File: config.mk
export PLATFORM = sky130hd
export DESIGN_NAME = nci_interrupt_mask
export DESIGN_NICKNAME = d
export VERILOG_FILES = /design/src/design/nci_pkg.sv /design/src/design/nci_interrupt_mask.sv
export VERILOG_INCLUDE_DIRS = /design/src /design/src/design
export SDC_FILE = /design/constraint.sdc
export NUM_CORES = 1
export LEC_CHECK = 0
export ABC_AREA = 1
export BUFFER_PORTS_ARGS = -buffer_cell sky130_fd_sc_hd__buf_4
export CORE_ASPECT_RATIO = 0.6
export CORE_MARGIN = 2
export CORE_UTILIZATION = 42
export CTS_CLUSTER_DIAMETER = 50
export DETAILED_ROUTE_END_ITERATION = 8
export PLACE_DENSITY = 0.86
export SLEW_MARGIN = 30
export SYNTH_ARGS = -nofsm -noshare
export SYNTH_HDL_FRONTEND = slang
export SYNTH_SLANG_ARGS = --single-unit
File: constraint.sdc
create_clock -name clk -period 1.6 [get_ports clk]
set_input_delay 0.24 -clock clk [delete_from_list [all_inputs] [get_ports clk]]
set_output_delay 0.24 -clock clk [all_outputs]
set_load 0.01 [all_outputs]
File: src/design/nci_regs.svh
// Purpose: register map and field positions of the interrupt mask block
// Assumes: 32-bit AHB-Lite data, one aligned word per register
// Notes: event bits sit at 14:8 in both registers
`ifndef NCI_REGS_SVH
`define NCI_REGS_SVH
`define NCI_MASK_OFS 32'h0000_0000
`define NCI_STAT_OFS 32'h0000_0004
`define NCI_WORD_MSB 3'h2
`define NCI_FLD_LO 8
`define NCI_FLD_HI 14
`define NCI_FLD_W 7
`define NCI_IDX_TXERR 0
`define NCI_IDX_TXOK 1
`define NCI_IDX_RXOK 2
`define NCI_IDX_DESCRIPTOR_IRQ_REQUEST 3
`define NCI_IDX_FLT 4
`define NCI_IDX_HBL 5
`define NCI_IDX_BRTY 6
`define NCI_MASK_RST 7'h00
`define NCI_STAT_RST 7'h00
`define NCI_TRANS_NSEQ 2'h2
`define NCI_TRANS_SEQ 2'h3
`define NCI_RSVD_BIT 15
`define NCI_RESP_OKAY 1'h0
`endif

File: src/design/nci_pkg.sv
// Purpose: types for the interrupt mask block
// Assumes: nci_regs.svh field widths
// Notes: whole module state is one packed struct
`include "nci_regs.svh"
package nci_pkg;
  typedef struct packed {
    logic [`NCI_FLD_W-1:0] mask;
    logic [`NCI_FLD_W-1:0] status;
    logic dpWr;
    logic dpMask;
    logic dpStat;
    logic [31:0] rdata;
  } nci_state_t;
endpackage

File: src/design/nci_interrupt_mask.sv
// Purpose: interrupt enable mask, sticky event status and request output
// Assumes: single whole-word AHB-Lite transfers, zero wait states
// Notes: status bits clear by writing one; a same-cycle event wins
`timescale 1ns/1ps
`include "nci_regs.svh"
// Notes on behaviour
// - enable bit 14 lets a bus retry request raise the interrupt.
// - enable bit 13 lets a lost heartbeat raise the interrupt.
// - enable bit 12 lets a finished filter-memory load raise the interrupt.
// - enable bit 11 interrupts for descriptors carrying the per-packet request bit.
// - enable bit 10 lets each accepted received packet raise the interrupt.
// - enable bit 9 lets each transmit completion raise the interrupt.
// - enable bit 8 gates transmit errors; zero disables them.
module nci_interrupt_mask #(
  parameter int ADDR_W = 32
) (
  // clock and reset
  input wire logic clk,
  input wire logic sys_rst,
  // ahb-lite slave
  input wire logic hsel,
  input wire logic [ADDR_W-1:0] haddr,
  input wire logic [1:0] htrans,
  input wire logic hwrite,
  input wire logic [2:0] hsize,
  input wire logic [31:0] hwdata,
  input wire logic hready,
  output logic hreadyout,
  output logic [31:0] hrdata,
  output logic hresp,
  // event pulses from the controller
  input wire logic busRetryEvt,
  input wire logic heartbeatLostEvt,
  input wire logic filterLoadDoneEvt,
  input wire logic txDescDoneEvt,
  input wire logic descriptorIrqRequest,
  input wire logic rxAcceptedEvt,
  input wire logic txSuccessEvt,
  input wire logic txErrorEvt,
  // interrupt request
  output logic irqReq
);
  // both word offsets must fit in the decoded address
  if (ADDR_W < 3) begin : g_addrWidthBad
    $error("nci_interrupt_mask: ADDR_W too small");
  end

  nci_pkg::nci_state_t st_ff;
  nci_pkg::nci_state_t nxt_st;
  logic addrPhase;
  logic hitMask;
  logic hitStat;
  logic maskWr;
  logic statWr;
  logic [`NCI_FLD_W-1:0] evtVec;
  logic [`NCI_FLD_W-1:0] clrVec;
  logic [`NCI_FLD_W-1:0] wrField;
  logic irqCause;
  logic irqDrop;

  assign addrPhase = hsel && hready && (htrans == `NCI_TRANS_NSEQ || htrans == `NCI_TRANS_SEQ);
  // full compare, so aliases of the two words decode as unmapped
  assign hitMask = haddr == ADDR_W'(`NCI_MASK_OFS);
  assign hitStat = haddr == ADDR_W'(`NCI_STAT_OFS);
  assign maskWr = st_ff.dpWr && st_ff.dpMask;
  assign statWr = st_ff.dpWr && st_ff.dpStat;
  assign wrField = hwdata[`NCI_FLD_HI:`NCI_FLD_LO];
  assign clrVec = statWr ? wrField : '0;

  // per-packet events count only when the descriptor asked for one
  assign evtVec[`NCI_IDX_DESCRIPTOR_IRQ_REQUEST] = txDescDoneEvt && descriptorIrqRequest;
  assign evtVec[`NCI_IDX_BRTY] = busRetryEvt;
  assign evtVec[`NCI_IDX_HBL] = heartbeatLostEvt;
  assign evtVec[`NCI_IDX_FLT] = filterLoadDoneEvt;
  assign evtVec[`NCI_IDX_RXOK] = rxAcceptedEvt;
  assign evtVec[`NCI_IDX_TXOK] = txSuccessEvt;
  assign evtVec[`NCI_IDX_TXERR] = txErrorEvt;

  always_comb begin
    nxt_st = st_ff;
    // set beats clear so an event during a status write is kept
    nxt_st.status = (st_ff.status & ~clrVec) | evtVec;
    if (maskWr) begin
      nxt_st.mask = wrField;
    end
    nxt_st.dpWr = addrPhase && hwrite;
    nxt_st.dpMask = addrPhase && hitMask;
    nxt_st.dpStat = addrPhase && hitStat;
    nxt_st.rdata = '0;
    // bit 15 and unmapped words read as zero
    // next-state values, so a read right behind a write sees the register as that write left it
    if (addrPhase && !hwrite && hitMask) begin
      nxt_st.rdata[`NCI_FLD_HI:`NCI_FLD_LO] = nxt_st.mask;
    end else if (addrPhase && !hwrite && hitStat) begin
      nxt_st.rdata[`NCI_FLD_HI:`NCI_FLD_LO] = nxt_st.status;
    end
  end

  always_ff @(posedge clk or posedge sys_rst) begin
    if (sys_rst) begin
      st_ff <= '{mask: `NCI_MASK_RST, status: `NCI_STAT_RST, dpWr: 1'b0, dpMask: 1'b0,
                 dpStat: 1'b0, rdata: 32'h0000_0000};
    end else begin
      st_ff <= nxt_st;
    end
  end

  assign hreadyout = 1'b1;
  assign hresp = `NCI_RESP_OKAY;
  assign hrdata = st_ff.rdata;
  // request follows pending and enabled conditions from flops only
  assign irqReq = |(st_ff.status & st_ff.mask);
  // only an event or a mask write can raise the request, only a write can drop it
  assign irqCause = |evtVec || maskWr;
  assign irqDrop = maskWr || statWr;

  // one sticky cell per event; a write of one clears it, an event in that cycle wins
  for (genvar gi = 0; gi < `NCI_FLD_W; gi++) begin : g_cell

  end
endmodule

* After elaboration in Yosys (flattened, before gate mapping) *
Cells that the tools add are included.
Widths: inputs -> output; s select.

cells by class
  reduce and logical (&&, ||, !) cells = 15
  bitwise operators = 4
  muxes and demuxes = 4
  equality and inequality tests = 3

operator list
  kind                 count
  $eq 32x3->1 const B  1
  $logic_not 32->1     1
  $mux 7               4
  $and 7x7->7          2
  $logic_and 1x1->1    11
  $not 7->7            1
  $or 7x7->7           1
  $reduce_or 7->1      1
  $eq 2x2->1 const B   2
  $logic_not 1->1      1
  $logic_or 1x1->1     1

word-level totals
  input port bits = 82
  output and inout bits = 35
  word-level logic and storage cells = 32
  bits in registers = 24

* Longest topological paths before layout *
  depth in word-level cells = 7
  depth in mapped cells = 8
  mapped depth without buffers = 7

* Worst setup path after synthesis *
OpenSTA, ideal clock, no wires.

  kind = reg2out
  start = register st_ff[43] in the netlist's numbering
  end = output irqReq
  data arrival time = 0.817 ns
  setup slack = 0.543 ns
  path buffers = 0
  cell stages (with the launch flop) = 5
  data required time = 1.360 ns
  cell sequence = dfrtp_1 nand2_1 nand2_1 a221oi_1 nand4_1

on the way
  longest elaborated chain between the ends = 2

ends and longest elaborated chain
  item                    RTL line                   source
  start, declared         nci_interrupt_mask.sv:48   nci_pkg::nci_state_t st_ff;
  start signal, assigned  nci_interrupt_mask.sv:101  st_ff <= '{mask: `NCI_MASK_RST, status: `NCI_STAT_RST, dpWr: 1'b0, dpMask: 1'b0,
  start signal, assigned  nci_interrupt_mask.sv:104  st_ff <= nxt_st;
  $and 7x7->7             nci_interrupt_mask.sv:112  assign irqReq = |(st_ff.status & st_ff.mask);
  $reduce_or 7->1         nci_interrupt_mask.sv:112
  end, declared           nci_interrupt_mask.sv:41   output logic irqReq

Every way passes these cells.

* Final worst setup path *
Same ends and word-level chain as after synthesis.

==> run metrics <==
final setup margin=0.146 ns; crit-path max cell delay=0.39 ns; adder-cell share of the synthesized area=0%; crit path kind=reg -> out; IO buf count=60; vias in the first global route=1114; crit path DAT=1.21 ns; final hold viol count=0; type of origin of the critical path=flip-flop; Setup Viol. Count Final=0; HP Class=in -> async; die span in x=79.6 um; Reg2Reg Launch Point=st_ff[34]$_DFF_PP0_; initial antenna violation count=0; register clock-pin slew on the reported worst setup and hold paths=0.08 ns; GR Overflow Total=0; Max clock buf depth=2; cell family with the largest share of critical-path delay=flip-flops; Tot Pwr=1.18 mW; final wirelength=2.92 mm; simple-gate share of the synthesized area=28.0%; f_max=688 MHz; WP buf/inv=1; Synth Area in Compound Gates=5.47%; Critical Path, Cell by Cell=nand2_1 > nand2_1 > a221oi_2 > nand4_1 > buf_4; Synth warnings=0; max_cap viols=0; largest net degree at the start of global routing=25; Final HPWL DP=2.35 mm; # rows=16; TritonCTS clock tree=done; Post-route DRC=0; unrepaired setup endpoints after global routing=no; main combinational cell family by area after synthesis=simple AND/OR/NAND/NOR gates; CP most frequent cell=nand2_1; VDD IR max=308 uV; Net count, final=319; Post-DRT Antenna Nets=0; Cell Count, Final, Fillers Out=281; routability cong.=0.832; multiplexer area fraction after synthesis=0%; sequential fraction of the synthesis area=41.7%; Clock Root Buffer=clkbuf_8; CTS Sinks=24; CP Capture Type=output port; DR pass1 iterations=4; Mapped Area=1440 sq um; Post-Syn Instances=182; Synth cell types=22; H-tree level count=1; WP data required=1.36 ns; Layout Utilization=56.4%; via count=1235; layout cells sized above 1=30.9%; gr usage total=16.1%; pwr dens=642 nW/um^2; Setup Skew=0.00479 ns; hold buffers post-CTS=0; initial drt markers=67; period utilization=90.8%; synthesized flop and latch total=24; Clk Latency, worst-skew pair=0.27 ns; fin. max-slew vios=0; DP Cell Count=277; area grow syn2layout=27.6%; slowest CP cell=dfrtp_1; pre-CTS WS=0.306 ns; post-route design area=1840 sq um; xor/xnor share of the synthesized area=0%; setup TNS=0 ns; worst-case hold slack=0.00876 ns; final critical-path required period=1.45 ns; diode count=0; drt wl/cell=10.4 um; global-route wire length before repair=4.89 mm; Top Ports=117; Starting Density=44.2%; core area=3260 sq um; crit path from=st_ff[43]$_DFF_PP0_; outcome=completed; leak pwr=1.04 nW; die area=3930 sq um; Die H=49.4 um; Num CTS Buffers=3; Avg Cell Area, Syn=7.92 sq um; crit-path max FO=2; DR vias/cell=4.40; Post-CTS Setup Bufs=0; Post-DP Area=1780 sq um
-- final timing paths --
path,slack [ns],cells after the start,endpoint
min in group clk,0.18,3,st_ff[41]$_DFF_PP0_
max reg2reg,0.37,4,hrdata[9]$_DFF_PP0_
max in group asynchronous,1.35,3,st_ff[43]$_DFF_PP0_
min reg2reg,0.53,2,st_ff[46]$_DFF_PP0_
min,0.009,3,hrdata[8]$_DFF_PP0_
max,0.15,5,irqReq
-- flip-flops by register name, indices dropped and copies added, names as in the netlist --
signal / count
st_ff: 17
hrdata: 7
-- cell type report --
type / instances / area (sq um)
fill: 306 / 1420
sequential: 24 / 601
multi-input combinational: 126 / 591
timing repair buffer: 61 / 458
inverter: 21 / 78.8
tap: 45 / 56.3
clock buffer: 4 / 55.1
-- kinds of logic after synthesis --
kind of cell | after synthesis
simple gates | 84
buf+inv | 57
flops | 24
compound gates | 15
other cells | 2
-- routing by layer --
| metal | global-route usage (%) | vias up | share of wire [%] |
|---|---|---|---|
| met4 | 4.31 | 0 | 0.41 |
| li1 | - | 623 | - |
| met1 | 20.0 | 564 | 43 |
| met2 | 26.9 | 46 | 49 |
| met3 | 5.19 | 2 | 7.6 |
| met5 | 0 | - | 0 |
-- power by group --
| group | total (mW) | switching (mW) | internal [mW] |
|---|---|---|---|
| clock | 0.401 | 0.181 | 0.220 |
| sequential | 0.607 | 0.000334 | 0.607 |
| combinational | 0.174 | 0.0821 | 0.0920 |
| total | 1.18 | 0.264 | 0.918 |
-- cell usage after synthesis --
cell / count / area, sq um
a221oi_1: 1 / 8.76
and2_2: 1 / 7.51
and3_1: 1 / 6.26
buf_2: 1 / 5.00
buf_4: 34 / 255
buf_6: 1 / 11.3
conb_1: 2 / 7.51
dfrtp_1: 24 / 601
inv_1: 21 / 78.8
nand2_1: 38 / 143
nand2_2: 1 / 6.26
nand3_1: 8 / 40.0
nand3b_1: 1 / 7.51
nand4_1: 9 / 56.3
nand4_2: 1 / 12.5
nor2_1: 19 / 71.3
nor2_2: 1 / 6.26
nor2_4: 2 / 22.5
nor2_8: 1 / 20.0
nor3_1: 1 / 5.00
o21ai_0: 11 / 55.1
o21ai_1: 3 / 15.0
-- worst reg2reg max path: stages, from the launching register on --
cell     delay, ns
dfrtp_1       0.35
nand2_1       0.25
o21ai_0       0.36
nand4_1       0.13
nand2_1       0.08
-- layout by cell type (no fill, tap or decap) --
cell	n
buf_4	61
nand2_1	38
conb_1	27
dfrtp_1	24
inv_1	21
nor2_1	19
o21ai_0	11
nand4_1	9
nand3_1	8
clkbuf_8	4
o21ai_1	3
nor2_4	2
nand4_2	1
nor2_2	1
and3_1	1
nand2_2	1
nand3b_1	1
nor2_8	1
and2_2	1
nor3_1	1
a221oi_2	1
-- what timing repair did --
action / 4_1_cts / 5_1_grt
hold endpoints to repair: 0 / 0
gates resized for setup: 0 / 1
setup endpoints to repair: 0 / 1
Note: power is estimated with default switching activity, not from simulation.
